--- src/design/rx_exit_pkg.sv ---
// Package with register map, field layout, timing constants and types of the receive exit control.
package rx_exit_pkg;
  // Register offsets on the serial register port.
  localparam logic [5:0] RX_TIMEOUT_CONFIG_OFS = 6'h16;
  localparam logic [5:0] PACKET_EXIT_CCA_CONFIG_OFS = 6'h17;
  localparam logic [5:0] EXIT_STATUS_OFS = 6'h38;
  // Reset values.
  localparam logic [7:0] RX_TIMEOUT_CONFIG_RST = 8'h07;
  localparam logic [7:0] PACKET_EXIT_CCA_CONFIG_RST = 8'h30;
  // Field positions of the receive timeout register.
  localparam int RX_END_CS_BIT = 4;
  localparam int RX_QUAL_BIT = 3;
  localparam int RX_TIME_LSB = 0;
  localparam int RX_TIME_W = 3;
  localparam logic [7:0] RX_TIMEOUT_WMASK = 8'h1f;
  // Field positions of the exit and clear channel register.
  localparam int CCA_SEL_LSB = 4;
  localparam int AFTER_RX_LSB = 2;
  localparam int AFTER_TX_LSB = 0;
  localparam logic [7:0] PACKET_EXIT_WMASK = 8'h3f;
  // Timeout select value meaning no timeout.
  localparam logic [2:0] RX_TIME_NONE = 3'h7;
  // Timeout factor for select zero, resolution zero, in units of 0.0001 us.
  localparam int TIMEOUT_BASE_US_X10000 = 36058;
  localparam int CLK_MHZ = 10;
  localparam int SCALE_SHIFT = 10;
  // Cycles per wake period unit at factor 1, scaled by two to the SCALE_SHIFT.
  localparam logic [15:0] TIMEOUT_SCALE_Q =
    16'((TIMEOUT_BASE_US_X10000 * CLK_MHZ * (1 << SCALE_SHIFT)) / 10000);
  // Resolution multipliers relative to resolution zero.
  localparam logic [3:0] RES_MULT_0 = 4'h1;
  localparam logic [3:0] RES_MULT_1 = 4'h5;
  localparam logic [3:0] RES_MULT_2 = 4'h9;
  localparam logic [3:0] RES_MULT_3 = 4'hd;
  localparam int TIMER_W = 36;
  localparam logic [35:0] TIMER_ONE = 36'h1;
  // Radio states chosen after a packet.
  typedef enum logic [1:0] {ST_IDLE, ST_SYNTH_ON_TX_READY, ST_TX, ST_RX} radio_state_t;
  // Radio events and detector levels.
  typedef struct packed {
    logic rx_enter;
    logic rx_leave;
    logic rx_packet_done;
    logic tx_packet_done;
    logic cs_valid;
    logic carrier_sense;
    logic rssi_below;
    logic receiving_packet;
    logic sync_found;
    logic preamble_quality;
  } radio_in_t;
endpackage

--- src/design/rx_exit_ctrl.sv ---
// Receive timeout, clear channel indication and after-packet state selection.
`timescale 1ns/100ps
// How it works
// - Carrier-sense end enabled: leave receive early when measured signal is below threshold.
// - Timeout equals wake period times 3.6058 scaled by resolution, halved per select.
// - Timeout select seven means no timeout; receive until packet end.
// - Clear channel: always, below threshold, not receiving, or both conditions.
// - Clear channel output always follows the currently selected mode.
// - After receive go idle, synth-on ready, transmit or stay receiving per field.
// - After transmit go idle, synth-on ready, stay transmitting or receive per field.
// - Stay-in-transmit restarts preamble immediately after the packet is sent.
module rx_exit_ctrl
  import rx_exit_pkg::*;
(
  input wire logic clk_sys,
  input wire logic rst,
  input wire logic reg_wr,
  input wire logic reg_rd,
  input wire logic [5:0] reg_addr,
  input wire logic [7:0] reg_wdata,
  output logic [7:0] reg_rdata_r,
  input wire radio_in_t radio_in,
  input wire logic [15:0] wake_event_period,
  input wire logic [1:0] wake_poll_resolution,
  output logic clear_channel_indication_r,
  output radio_state_t next_state_r,
  output logic next_state_strobe_r,
  output logic rx_timeout_exit_r,
  output logic preamble_restart_r,
  output logic rx_timer_running_r
);
  logic [7:0] rx_timeout_config_r;
  logic [7:0] rx_timeout_config_nxt;
  logic [7:0] packet_exit_cca_config_r;
  logic [7:0] packet_exit_cca_config_nxt;
  logic [7:0] reg_rdata_nxt;
  logic [TIMER_W-1:0] timer_r;
  logic [TIMER_W-1:0] timer_nxt;
  logic [TIMER_W-1:0] limit_r;
  logic [TIMER_W-1:0] limit_nxt;
  logic [TIMER_W-1:0] limit_calc;
  logic rx_timer_running_nxt;
  logic clear_channel_nxt;
  radio_state_t next_state_nxt;
  logic next_state_strobe_nxt;
  logic rx_timeout_exit_nxt;
  logic preamble_restart_nxt;
  logic [2:0] rx_time_sel;
  logic [1:0] cca_sel;
  logic [1:0] after_rx;
  logic [1:0] after_tx;
  logic [3:0] res_mult;
  logic expired;
  logic keep_rx;

  assign rx_time_sel = rx_timeout_config_r[RX_TIME_LSB +: RX_TIME_W];
  assign cca_sel = packet_exit_cca_config_r[CCA_SEL_LSB +: 2];
  assign after_rx = packet_exit_cca_config_r[AFTER_RX_LSB +: 2];
  assign after_tx = packet_exit_cca_config_r[AFTER_TX_LSB +: 2];

  // Register writes keep only the defined bits; reads return config or live status.
  always_comb
  begin
    rx_timeout_config_nxt = rx_timeout_config_r;
    packet_exit_cca_config_nxt = packet_exit_cca_config_r;
    reg_rdata_nxt = reg_rdata_r;
    if (reg_wr && reg_addr == RX_TIMEOUT_CONFIG_OFS)
    begin
      rx_timeout_config_nxt = reg_wdata & RX_TIMEOUT_WMASK;
    end
    if (reg_wr && reg_addr == PACKET_EXIT_CCA_CONFIG_OFS)
    begin
      packet_exit_cca_config_nxt = reg_wdata & PACKET_EXIT_WMASK;
    end
    if (reg_rd)
    begin
      case (reg_addr)
        RX_TIMEOUT_CONFIG_OFS: reg_rdata_nxt = rx_timeout_config_r;
        PACKET_EXIT_CCA_CONFIG_OFS: reg_rdata_nxt = packet_exit_cca_config_r;
        EXIT_STATUS_OFS: reg_rdata_nxt = {5'h00, clear_channel_indication_r, next_state_r};
        default: reg_rdata_nxt = 8'h00;
      endcase
    end
  end

  always_ff @(posedge clk_sys or posedge rst)
  begin
    if (rst)
    begin
      rx_timeout_config_r <= RX_TIMEOUT_CONFIG_RST;
      packet_exit_cca_config_r <= PACKET_EXIT_CCA_CONFIG_RST;
      reg_rdata_r <= 8'h00;
    end
    else
    begin
      rx_timeout_config_r <= rx_timeout_config_nxt;
      packet_exit_cca_config_r <= packet_exit_cca_config_nxt;
      reg_rdata_r <= reg_rdata_nxt;
    end
  end

  // Timeout length in cycles: period times resolution factor, halved per select step.
  always_comb
  begin
    case (wake_poll_resolution)
      2'h0: res_mult = RES_MULT_0;
      2'h1: res_mult = RES_MULT_1;
      2'h2: res_mult = RES_MULT_2;
      default: res_mult = RES_MULT_3;
    endcase
    limit_calc = (TIMER_W'(wake_event_period) * TIMER_W'(res_mult) * TIMER_W'(TIMEOUT_SCALE_Q))
                 >> (SCALE_SHIFT + int'(rx_time_sel));
    if (limit_calc < TIMER_ONE)
    begin
      limit_calc = TIMER_ONE;
    end
  end

  assign expired = rx_timer_running_r && rx_time_sel != RX_TIME_NONE && timer_r >= limit_r;
  // Qualifier clear needs sync; qualifier set accepts sync or preamble quality.
  assign keep_rx = radio_in.sync_found ||
                   (rx_timeout_config_r[RX_QUAL_BIT] && radio_in.preamble_quality);

  // Receive timer, exit decisions and after-packet state choice.
  always_comb
  begin
    timer_nxt = timer_r;
    limit_nxt = limit_r;
    rx_timer_running_nxt = rx_timer_running_r;
    next_state_nxt = next_state_r;
    next_state_strobe_nxt = 1'b0;
    rx_timeout_exit_nxt = 1'b0;
    preamble_restart_nxt = 1'b0;
    if (radio_in.rx_enter)
    begin
      timer_nxt = '0;
      limit_nxt = limit_calc;
      rx_timer_running_nxt = 1'b1;
    end
    else if (radio_in.rx_leave)
    begin
      rx_timer_running_nxt = 1'b0;
    end
    else if (radio_in.rx_packet_done)
    begin
      next_state_strobe_nxt = 1'b1;
      case (after_rx)
        2'h0: next_state_nxt = ST_IDLE;
        2'h1: next_state_nxt = ST_SYNTH_ON_TX_READY;
        2'h2: next_state_nxt = ST_TX;
        default: next_state_nxt = ST_RX;
      endcase
      rx_timer_running_nxt = (after_rx == 2'h3);
      timer_nxt = '0;
    end
    else if (rx_timer_running_r && rx_timeout_config_r[RX_END_CS_BIT] && radio_in.cs_valid &&
             !radio_in.carrier_sense)
    begin
      rx_timer_running_nxt = 1'b0;
      rx_timeout_exit_nxt = 1'b1;
      next_state_strobe_nxt = 1'b1;
      next_state_nxt = ST_IDLE;
    end
    else if (expired)
    begin
      rx_timer_running_nxt = 1'b0;
      if (!keep_rx)
      begin
        rx_timeout_exit_nxt = 1'b1;
        next_state_strobe_nxt = 1'b1;
        next_state_nxt = ST_IDLE;
      end
    end
    else if (rx_timer_running_r)
    begin
      timer_nxt = timer_r + TIMER_ONE;
    end
    if (radio_in.tx_packet_done && !next_state_strobe_nxt)
    begin
      next_state_strobe_nxt = 1'b1;
      case (after_tx)
        2'h0: next_state_nxt = ST_IDLE;
        2'h1: next_state_nxt = ST_SYNTH_ON_TX_READY;
        2'h2: next_state_nxt = ST_TX;
        default: next_state_nxt = ST_RX;
      endcase
      preamble_restart_nxt = (after_tx == 2'h2);
    end
  end

  // Clear channel indication formed from the live select field.
  always_comb
  begin
    case (cca_sel)
      2'h0: clear_channel_nxt = 1'b1;
      2'h1: clear_channel_nxt = radio_in.rssi_below;
      2'h2: clear_channel_nxt = !radio_in.receiving_packet;
      default: clear_channel_nxt = radio_in.rssi_below && !radio_in.receiving_packet;
    endcase
  end

  always_ff @(posedge clk_sys or posedge rst)
  begin
    if (rst)
    begin
      timer_r <= '0;
      limit_r <= '0;
      rx_timer_running_r <= 1'b0;
      next_state_r <= ST_IDLE;
      next_state_strobe_r <= 1'b0;
      rx_timeout_exit_r <= 1'b0;
      preamble_restart_r <= 1'b0;
      clear_channel_indication_r <= 1'b0;
    end
    else
    begin
      timer_r <= timer_nxt;
      limit_r <= limit_nxt;
      rx_timer_running_r <= rx_timer_running_nxt;
      next_state_r <= next_state_nxt;
      next_state_strobe_r <= next_state_strobe_nxt;
      rx_timeout_exit_r <= rx_timeout_exit_nxt;
      preamble_restart_r <= preamble_restart_nxt;
      clear_channel_indication_r <= clear_channel_nxt;
    end
  end
endmodule

--- config.mk ---
export PLATFORM = sky130hd
export DESIGN_NAME = rx_exit_ctrl
export DESIGN_NICKNAME = d
export VERILOG_FILES = /design/src/design/rx_exit_pkg.sv /design/src/design/rx_exit_ctrl.sv
export SDC_FILE = /design/constraint.sdc
export NUM_CORES = 1
export LEC_CHECK = 0
export BUFFER_PORTS_ARGS = -buffer_cell sky130_fd_sc_hd__buf_4
export CAP_MARGIN = 10
export CORE_MARGIN = 8
export CORE_UTILIZATION = 59
export CTS_CLUSTER_DIAMETER = 100
export DETAILED_ROUTE_END_ITERATION = 16
export GPL_TIMING_DRIVEN = 0
export PLACE_DENSITY = 0.8
export SLEW_MARGIN = 20
export SYNTH_ARGS = -nofsm -noshare
export SYNTH_HDL_FRONTEND = slang
export SYNTH_SLANG_ARGS = --single-unit
--- constraint.sdc ---
create_clock -name clk_sys -period 2.8 [get_ports clk_sys]
set_input_delay 0.14 -clock clk_sys [delete_from_list [all_inputs] [get_ports clk_sys]]
set_output_delay 0.14 -clock clk_sys [all_outputs]
set_load 0.005 [all_outputs]
==> run_results.csv, run 1 <==
group,metric,value,unit
sta,setup_viol,32,
global_route,grt_max_degree,57,
route,wirelength,42300,µm
cells_and_area,stdcell_area,0.0175,mm²
sta,relSlewSlack,0.321,
cells_and_area,area_delta_synth_final,27.7,%
setup_path,crit_fanout,6,
global_route,grt-ovfl-total,0,
clocking,clock_latency,350,ps
min_path,hold_path_class,"primary input to flip-flop",
cells_and_area,layout-drive-gt1-share,0.266,
route,dr.pass1.iters,8,
cells_and_area,final_util,0.756,
synthesis,synth_top_area_frac,0.215,
sta,timing.final.ws_setup,-6130,ps
route,drt_iter0_drc,981,
synthesis,ys_ff_latch,86,
synthesis,yosys.cell_count.top_type,"inv_1",
sta,finalMaxSlewViolations,0,
clocking,htree_levels,3,
global_route,grt-busiest-layer,"met2",
placed_design,gp_congestion,0.936,
die,fp.dieW,169,µm
sta,tightest_slew,1010,ps
synthesis,async_reset_ff_frac,1.00,
cells_and_area,diodes,0,
cells_and_area,final.fill_count,1516,
die,ios,61,
synthesis,yosys.area.top_type,"ha_1",
clocking,cts_made_buffers,9,
synthesis,ys_seq_area_frac,0.157,
synthesis,netlist_area,0.0137,mm²
setup_path,worstSetupStartpointType,"primary input",
route,vias_per_cell,6.21,
placed_design,dp_hpwl,29100,µm
synthesis,syn_area_per_cell,8.32,µm²
die,core-area,0.0232,mm²
route,vias,13300,
die,row_count,56,
sta,period_needed,8930,ps
setup_path,required,3070,ps
clocking,cts_tree,"built",
global_route,antenna_found_initial,0,
route,wl_per_cell,19.7,µm
synthesis,synthTopCellsByArea,"ha_1 (22%), dfrtp_1 (15%), fa_1 (12%)",
sta,fmax,112,MHz
setup_path,slowest_stage,"fa_1",
global_route,grt_pass1_wl,63500,µm
setup_path,cp.arrival,9200,ps
cells_and_area,register_area,0.00216,mm²
synthesis,ys_types,84,
flow_run,cap_violations,0,
clocking,cts_sinks,86,
global_route,grt.total_usage,0.270,
status,violations,"setup timing",
synthesis,synthCells,1650,
setup_path,crit_type,"primary input to flip-flop",
global_route,met1_usage,0.295,
sta,finClkSkew,9.86,ps
sta,final.setup.tns,-148040,ps
sta,hold_viol,0,
cells_and_area,multi_input_area,0.0119,mm²
synthesis,dominantRegCellSynth,"dfrtp_1",
setup_path,crit_path_end_kind,"flip-flop",
die,initial_core_util,0.592,
sta,grt_setup_unrepaired,"yes",
clocking,cts_buffer_depth,2,
global_route,gr-usage-met3,0.0275,
status,status,"finished with violations",
synthesis,synth_edf_count,0,
setup_path,max_stage_delay,580,ps
die,die-area,0.0284,mm²
placed_design,placed_cell_area,0.0150,mm²
sta,post-route-period-util,3.19,
route,drc,0,
route,drtAntennaViolNets,0,
setup_path,rrSetupSlack,-770,ps
cells_and_area,num-nets-final,2184,
global_route,use_met2,0.495,
die,die_h,169,µm
synthesis,ys_top_cells_by_count,"inv_1 (265), ha_1 (236), nor2_1 (107), a21oi_1 (93), nand2_1 (91)",
synthesis,ys_warn_count,0,
clocking,clk_pin_slew,70,ps
global_route,grt_pass1_vias,13400,
placed_design,portBuffers,55,
sta,holdWs,12.2,ps
clocking,cts-root-buf,"clkbuf_16",
what timing repair did:
| action | CTS | global route |
|---|---|---|
| resized for setup | 191 | 125 |
| hold endpoints to repair | 26 | 0 |
| setup buffers | 66 | 38 |
| gates cloned | 1 | 1 |
| pin swaps | 96 | 83 |
| hold buffers | 2 | 0 |
| endpoints found under the setup margin | 67 | 66 |
layer usage:
metal	vias up	part of all wire
li1	6084	-
met3	251	0.049
met2	632	0.51
met5	-	0
met4	0	0.074
met1	6370	0.37
cell families (layout without fill, tap and decap cells):
kind of cell | after synthesis | in the layout | synth area share
AND/OR/NAND/NOR | 464 | 464 | 0.175
AO/OA/AOI/OAI | 345 | 345 | 0.170
buffers and inverters | 332 | 508 | 0.0922
adder cells (fa/ha/maj) | 316 | 316 | 0.332
flip-flops | 86 | 86 | 0.157
XOR/XNOR | 66 | 66 | 0.0421
multiplexers | 40 | 40 | 0.0319
other | 1 | 2 | 0.000273
critical path: cells and delay by family:
family	cells	cell delay (ps)
buffers and inverters	11	960
adders and majority gates	10	3730
muxes	1	320
AOI/OAI and AO/OA	11	1840
and+or+nand+nor	11	2180
sequential cells by signal (all words and copies together), names as in the netlist:
signal,flops
timer_r,36
limit_r,26
next_state_r,2
rx_timer_running_r,1
preamble_restart_r,1
clear_channel_indication_r,1
rx_timeout_config_r,5
rx_timeout_exit_r,1
reg_rdata_r,6
packet_exit_cca_config_r,6
next_state_strobe_r,1
final cells by class:
cell class              instances  area share
flip-flops and latches         86       0.123
well taps                     319      0.0228
inverters                     265      0.0569
plain buffers                  63      0.0204
clock buffers                   9      0.0128
repair buffers                164      0.0795
clock inverters                 7     0.00442
multi-input cells            1233       0.680
cells in the final DEF, fill, tap and decap left out, types with 19 or more instances in the layout:
cell type	synthesis	layout
nor2_1	107	97
o21ai_1	3	21
nand3_1	36	32
ha_4	0	24
xor2_1	41	36
nand4_1	42	42
ha_1	236	207
buf_6	0	25
and2_1	49	40
inv_1	265	245
a21o_1	28	27
buf_4	3	138
nand2_1	91	80
fa_1	80	76
nor3_1	37	26
clkbuf_1	51	35
inv_2	0	19
o21ai_0	67	35
and3_1	28	28
a21oi_2	0	25
dfrtp_1	81	77
a21oi_1	93	61
per-stage QoR:
step,cells,worst slack (ps)
final,2146,-6130
after CTS,2108,-5810
after floorplan,1651,-5470
after global routing,2146,-6340
after detailed placement,2026,-6810
after global placement,2025,-6730
path summary, 6_finish.rpt:
path | endpoint | cells after the start | from
worst max-delay path | limit_r[0]$_DFFE_PP0P_ | 44 | wake_poll_resolution[0]
worst min-delay path | rx_timeout_exit_r$_DFF_PP0_ | 2 | radio_in[8]
worst max register to register | limit_r[0]$_DFFE_PP0P_ | 10 | rx_timeout_config_r[1]$_DFFE_PP1P_
worst min register to register | limit_r[19]$_DFFE_PP0P_ | 2 | limit_r[19]$_DFFE_PP0P_
max in group asynchronous | limit_r[10]$_DFFE_PP0P_ | 4 | rst
min in group asynchronous | reg_rdata_r[2]$_DFFE_PP0P_ | 3 | rst
Power of run 1 is not shown: default switching activity piles up to over one toggle a cycle in this logic, so the estimate is an artifact.
==> run 2: changes to the inputs <==
--- a/config.mk
+++ b/config.mk
@@ -7,7 +7,6 @@
 export LEC_CHECK = 0
 export BUFFER_PORTS_ARGS = -buffer_cell sky130_fd_sc_hd__buf_4
 export CAP_MARGIN = 10
-export CORE_MARGIN = 8
 export CORE_UTILIZATION = 59
 export CTS_CLUSTER_DIAMETER = 100
 export DETAILED_ROUTE_END_ITERATION = 16
==> run_results.csv, run 2 (synthesized netlist as in run 1, its figures left out) <==
group,metric,value,unit
status,status,"finished with violations",
status,violations,"setup timing",
global_route,grt.total_usage,0.335,
global_route,grt_max_degree,46,
cells_and_area,layout_commonest_cell,"inv_1",
route,wirelength,43600,µm
setup_path,rrSetupSlack,-590,ps
sta,finalMaxSlewViolations,0,
setup_path,max_stage_delay,600,ps
cells_and_area,largest_reg_flops,36,
clocking,cts-root-buf,"clkbuf_16",
clocking,clock_latency,350,ps
route,drt_iter0_drc,938,
sta,tightest_slew,1070,ps
sta,finClkSkew,12.1,ps
die,ios,61,
placed_design,gp_congestion,0.920,
sta,setup_viol,66,
clocking,htree_levels,3,
setup_path,crit_fanout,8,
cells_and_area,num-nets-final,2182,
clocking,clk_pin_slew,60,ps
sta,post-route-period-util,3.15,
setup_path,crit_path_end_kind,"flip-flop",
min_path,min_delay_worst_endpoint,"rx_timeout_exit_r$_DFF_PP0_",
route,vias,13500,
sta,period_needed,8810,ps
global_route,grt-ovfl-total,0,
die,row_count,55,
clocking,cts_sinks,86,
setup_path,required,3070,ps
setup_path,r2r-start,"rx_timeout_config_r[1]$_DFFE_PP1P_",
die,initial_core_util,0.605,
clocking,cts_buffer_depth,2,
sta,timing.final.ws_setup,-6010,ps
cells_and_area,register_area,0.00216,mm²
route,vias_per_cell,6.38,
min_path,min_path_cells,2,
die,core-area,0.0227,mm²
cells_and_area,area_delta_synth_final,27.4,%
clocking,cts_tree,"built",
cells_and_area,layout.cells.non_filler,2110,
min_path,hold_path_class,"primary input to flip-flop",
cells_and_area,diodes,0,
placed_design,dp_hpwl,28800,µm
min_path,min_from,"radio_in[8]",
sta,hold_viol,0,
cells_and_area,reg_top3,"timer_r (36), limit_r (26)",
setup_path,reg2reg_depth,10,
sta,fmax,113,MHz
setup_path,crit_type,"primary input to flip-flop",
die,die_h,155,µm
global_route,antenna_found_initial,0,
setup_path,r2r_end,"limit_r[0]$_DFFE_PP0P_",
route,drc,0,
setup_path,worstSetupStartpointType,"primary input",
clocking,cts_made_buffers,9,
setup_path,cp.arrival,9080,ps
route,dr.pass1.iters,5,
placed_design,dp.cells,1992,
sta,relSlewSlack,0.283,
cells_and_area,layout-drive-gt1-share,0.267,
route,wl_per_cell,20.7,µm
setup_path,slowest_stage,"fa_1",
die,fp.dieW,155,µm
global_route,grt_pass1_vias,13400,
setup_path,crit_path_frequent_cell,"inv_2",
sta,grt_setup_unrepaired,"yes",
cells_and_area,final.fill_count,1424,
flow_run,cap_violations,0,
cells_and_area,final_cell_mix,"inv_1 (246), ha_1 (206), buf_4 (130)",
global_route,grt_pass1_wl,64700,µm
cells_and_area,multi_input_area,0.0119,mm²
cells_and_area,largest_register,"timer_r",
route,drtAntennaViolNets,0,
placed_design,portBuffers,55,
die,die-area,0.0239,mm²
-- run 2: through the flow --
step / util / hold slack [ps] / setup slack [ps] / TNS [ps] / area (µm²)
final: 0.770 / 24.6 / -6010 / -149370 / 17500
after global routing: 0.770 / 37.8 / -6300 / -158210 / 17500
after CTS: 0.734 / 13.9 / -5760 / -140820 / 16700
after detailed placement: 0.656 / 225 / -6870 / -187940 / 14900
after global placement: 0.655 / 315 / -6790 / -222690 / 14900
after floorplan: - / 207 / -5470 / -133040 / 14100
-- run 2: critical path, delay by kind of cell --
kind	cells	cell delay (ps)
compound gates	15	2510
fa+ha+maj	10	3820
buf+inv	8	500
mux	1	320
simple gates	7	1770
-- run 2: layout make-up --
| class | count | share of cell area |
|---|---|---|
| buffer | 62 | 0.0195 |
| clock buffer | 10 | 0.0131 |
| clock inverter | 6 | 0.00393 |
| inverter | 265 | 0.0571 |
| multi-input combinational | 1233 | 0.681 |
| sequential | 86 | 0.123 |
| tap | 285 | 0.0204 |
| timing repair buffer | 163 | 0.0809 |
-- run 2: what timing repair did --
item,CTS,global route
endpoints found under the setup margin,67,67
buffers inserted,69,32
hold endpoints to repair,37,0
hold buffers,2,0
gates cloned,3,1
gates resized for setup,190,140
pin swaps,102,81
-- run 2: worst max path at each step --
stage / start / to / slack (ps) / depth (start not counted)
2_1_floorplan: wake_poll_resolution[0] / limit_r[0]$_DFFE_PP0P_ / -5470 / 41
3_3_place_gp: wake_poll_resolution[0] / limit_r[0]$_DFFE_PP0P_ / -6790 / 37
3_5_place_dp: wake_event_period[1] / limit_r[0]$_DFFE_PP0P_ / -6870 / 38
4_1_cts: wake_poll_resolution[0] / limit_r[0]$_DFFE_PP0P_ / -5760 / 42
5_1_grt: wake_poll_resolution[0] / limit_r[0]$_DFFE_PP0P_ / -6300 / 41
6_report: wake_poll_resolution[0] / limit_r[0]$_DFFE_PP0P_ / -6010 / 41
-- run 2: routing by layer --
metal / part of all wire / track usage
met5: 0 / 0
met4: 0.073 / 0.187
met3: 0.048 / 0.0277
met1: 0.37 / 0.376
met2: 0.51 / 0.624
Power of run 2 is left out for the same reason.
==> run 3: changes to the inputs <==
--- a/config.mk
+++ b/config.mk
@@ -10,7 +10,6 @@
 export CORE_UTILIZATION = 59
 export CTS_CLUSTER_DIAMETER = 100
 export DETAILED_ROUTE_END_ITERATION = 16
-export GPL_TIMING_DRIVEN = 0
 export PLACE_DENSITY = 0.8
 export SLEW_MARGIN = 20
 export SYNTH_ARGS = -nofsm -noshare
==> run_results.csv, run 3 <==
group,metric,value,unit
status,status,"did not finish",
status,haltStage,"5_1_grt",
status,first-error,"[ERROR GRT-0232] Routing congestion too high. Check the congestion heatmap in the GUI.",
global_route,grt-ovfl-total,4,
sta,worst-ep-kind,"register data pin",
placed_design,portBuffers,56,
die,row_count,55,
synthesis,dominantRegCellSynth,"dfrtp_1",
synthesis,yosys.area.top_type,"ha_1",
die,ios,61,
synthesis,synthTopCellsByArea,"ha_1 (22%), dfrtp_1 (15%), fa_1 (12%)",
synthesis,synthCells,1650,
synthesis,ys_seq_area_frac,0.157,
synthesis,ys_types,84,
placed_design,dp_hpwl,32500,µm
global_route,grt_max_degree,53,
global_route,grt.total_usage,0.575,
placed_design,gp_congestion,0.897,
synthesis,synth_top_area_frac,0.215,
clocking,cts_sinks,86,
clocking,htree_levels,3,
synthesis,ys_top_cells_by_count,"inv_1 (265), ha_1 (236), nor2_1 (107), a21oi_1 (93), nand2_1 (91)",
synthesis,syn_area_per_cell,8.32,µm²
die,fp.dieW,155,µm
clocking,cts_made_buffers,9,
synthesis,yosys.cell_count.top_type,"inv_1",
clocking,cts-root-buf,"clkbuf_16",
synthesis,async_reset_ff_frac,1.00,
synthesis,ys_warn_count,0,
clocking,cts_buffer_depth,2,
die,initial_core_util,0.605,
synthesis,netlist_area,0.0137,mm²
synthesis,synth_edf_count,0,
sta,worst_endpoint,"limit_r[0]$_DFFE_PP0P_/D",
die,die_h,155,µm
synthesis,ys_ff_latch,86,
## run 3: cell counts after synthesis
Identical to the previous run, type by type.
## run 3: kinds of logic after synthesis
logic type	synth area share
and+or+nand+nor	0.175
AOI/OAI and AO/OA	0.170
buffers and inverters	0.0922
adders and majority gates	0.332
DFF	0.157
xor gates and xnor gates	0.0421
muxes	0.0319
other	0.000273
## run 3: per-stage QoR
stage	hold WS (ps)	cells	setup WS [ps]	utilization	instance area [µm²]
CTS	24.8	2337	-5610	0.841	19100
global placement	228	2269	-6080	0.759	17200
floorplan	207	1651	-5470	-	14100
detailed placement	239	2269	-6310	0.759	17200
## run 3: per-layer routing
| metal | GRT usage | overflow |
|---|---|---|
| met5 | 0 | 0 |
| met4 | 0.643 | 3 |
| met3 | 0.296 | 0 |
| met2 | 0.861 | 1 |
| met1 | 0.539 | 0 |
## run 3: repair_timing
item	4_1_cts
gates cloned	2
gates resized for setup	225
hold buffers	3
buffers inserted	71
endpoints found under the setup margin	66
pin swaps	118
hold endpoints to repair	31
==> run 4: changes to the inputs <==
--- a/config.mk
+++ b/config.mk
@@ -7,10 +7,9 @@
 export LEC_CHECK = 0
 export BUFFER_PORTS_ARGS = -buffer_cell sky130_fd_sc_hd__buf_4
 export CAP_MARGIN = 10
-export CORE_UTILIZATION = 59
-export CTS_CLUSTER_DIAMETER = 100
+export CORE_UTILIZATION = 40
 export DETAILED_ROUTE_END_ITERATION = 16
-export PLACE_DENSITY = 0.8
+export PLACE_DENSITY_LB_ADDON = 0.15
 export SLEW_MARGIN = 20
 export SYNTH_ARGS = -nofsm -noshare
 export SYNTH_HDL_FRONTEND = slang
==> constraint.sdc (replaced) <==
create_clock -name clk_sys -period 3.65 [get_ports clk_sys]
set_input_delay 0.1825 -clock clk_sys [delete_from_list [all_inputs] [get_ports clk_sys]]
set_output_delay 0.1825 -clock clk_sys [all_outputs]
set_load 0.005 [all_outputs]
==> run_results.csv, run 4 (synthesized netlist as in run 1, its figures left out) <==
group,metric,value,unit
sta,setup_viol,26,
global_route,grt-ovfl-total,0,
sta,hold_viol,0,
setup_path,required,3910,ps
die,core-area,0.0336,mm²
die,row_count,67,
route,wl_per_cell,15.3,µm
sta,relSlewSlack,0.492,
cells_and_area,register_area,0.00216,mm²
clocking,cts_tree,"built",
setup_path,worstSetupStartpointType,"primary input",
cells_and_area,diodes,0,
clocking,cts_made_buffers,9,
setup_path,max_stage_delay,520,ps
setup_path,critPathBufInv,7,
die,ios,61,
cells_and_area,final.fill_count,3057,
sta,fmax,119,MHz
global_route,grt.total_usage,0.219,
setup_path,crit_type,"primary input to flip-flop",
cells_and_area,largest_reg_flops,36,
setup_path,cpLargestDelayFamily,"adder cells",
cells_and_area,num-nets-final,2382,
global_route,grt_pass1_vias,13100,
die,die-area,0.0351,mm²
sta,timing.final.ws_setup,-4790,ps
min_path,hold_path_class,"primary input to flip-flop",
sta,grt_setup_unrepaired,"yes",
route,drc,0,
clocking,cts-root-buf,"clkbuf_16",
route,dr.pass1.iters,5,
setup_path,crit_path_frequent_cell,"inv_2",
status,violations,"setup timing",
placed_design,placed_cell_area,0.0172,mm²
cells_and_area,reg_top3,"timer_r (36), limit_r (26)",
placed_design,gp_congestion,0.891,
die,initial_core_util,0.409,
sta,finClkSkew,14.5,ps
status,status,"finished with violations",
route,drtAntennaViolNets,0,
flow_run,cap_violations,0,
cells_and_area,area_delta_synth_final,38.1,%
setup_path,crit_path_end_kind,"flip-flop",
route,wirelength,37900,µm
cells_and_area,multi_input_area,0.0117,mm²
global_route,grt_max_degree,49,
cells_and_area,final_cell_mix,"buf_4 (391), inv_1 (243), ha_1 (209)",
cells_and_area,layout_commonest_cell,"buf_4",
sta,final.setup.tns,-114710,ps
sta,tightest_slew,759,ps
route,vias_per_cell,5.16,
global_route,antenna_found_initial,0,
clocking,cts_buffer_depth,2,
sta,finalMaxSlewViolations,0,
global_route,grt_pass1_wl,63500,µm
setup_path,slowest_stage,"fa_2",
cells_and_area,stdcell_area,0.0190,mm²
clocking,htree_levels,3,
clocking,cts_sinks,86,
sta,post-route-period-util,2.31,
placed_design,portBuffers,56,
cells_and_area,layout-drive-gt1-share,0.338,
sta,period_needed,8440,ps
cells_and_area,largest_register,"timer_r",
placed_design,pre_cts_ws,-5560,ps
setup_path,crit_fanout,6,
route,drt_iter0_drc,409,
clocking,clk_pin_slew,60,ps
route,vias,12800,
placed_design,dp_hpwl,31200,µm
setup_path,cp.arrival,8700,ps
die,die_h,187,µm
die,fp.dieW,187,µm
clocking,clock_latency,350,ps
## run 4: through the flow
step,hold WS [ps],utilization,instances
floorplan,249,-,1651
global placement,295,0.513,2411
detailed placement,295,0.513,2411
CTS,0.320,0.555,2467
global route,11.1,0.564,2473
finish,14.5,0.564,2473
## run 4: area by class of cell
| cell class | count | area share |
|---|---|---|
| clock buffer | 11 | 0.0123 |
| clock inverter | 5 | 0.00145 |
| multi-input combinational | 1233 | 0.614 |
| sequential | 86 | 0.114 |
| timing repair buffer | 425 | 0.176 |
| tap | 448 | 0.0295 |
| inverter | 265 | 0.0525 |
## run 4: worst paths after layout
| path | to | cells after the start | from | slack, ps |
|---|---|---|---|---|
| max | limit_r[0]$_DFFE_PP0P_ | 40 | wake_poll_resolution[1] | -4790 |
| min | clear_channel_indication_r$_DFF_PP0_ | 2 | radio_in[2] | 10 |
| max reg2reg | timer_r[35]$_DFFE_PP0P_ | 10 | timer_r[25]$_DFFE_PP0P_ | 360 |
| min reg2reg | limit_r[2]$_DFFE_PP0P_ | 2 | limit_r[2]$_DFFE_PP0P_ | 510 |
| max in group asynchronous | rx_timeout_config_r[2]$_DFFE_PP1P_ | 4 | rst | 2360 |
| min in group asynchronous | next_state_r[1]$_DFFE_PP0P_ | 3 | rst | 460 |
## run 4: metal layers
layer | GRT usage | routed length, µm
met3 | 0.0129 | 511
met5 | 0 | 0
met1 | 0.261 | 16400
met2 | 0.411 | 19900
met4 | 0.0760 | 1070
## run 4: timing repair
| item | CTS | global route |
|---|---|---|
| gates cloned | 0 | 0 |
| hold buffers | 1 | 0 |
| endpoints found under the setup margin | 26 | 26 |
| endpoints found under the hold margin | 35 | 0 |
| pin swaps | 121 | 55 |
| gates resized for setup | 168 | 58 |
| buffers inserted | 45 | 9 |
Power of run 4 is left out for the same reason.
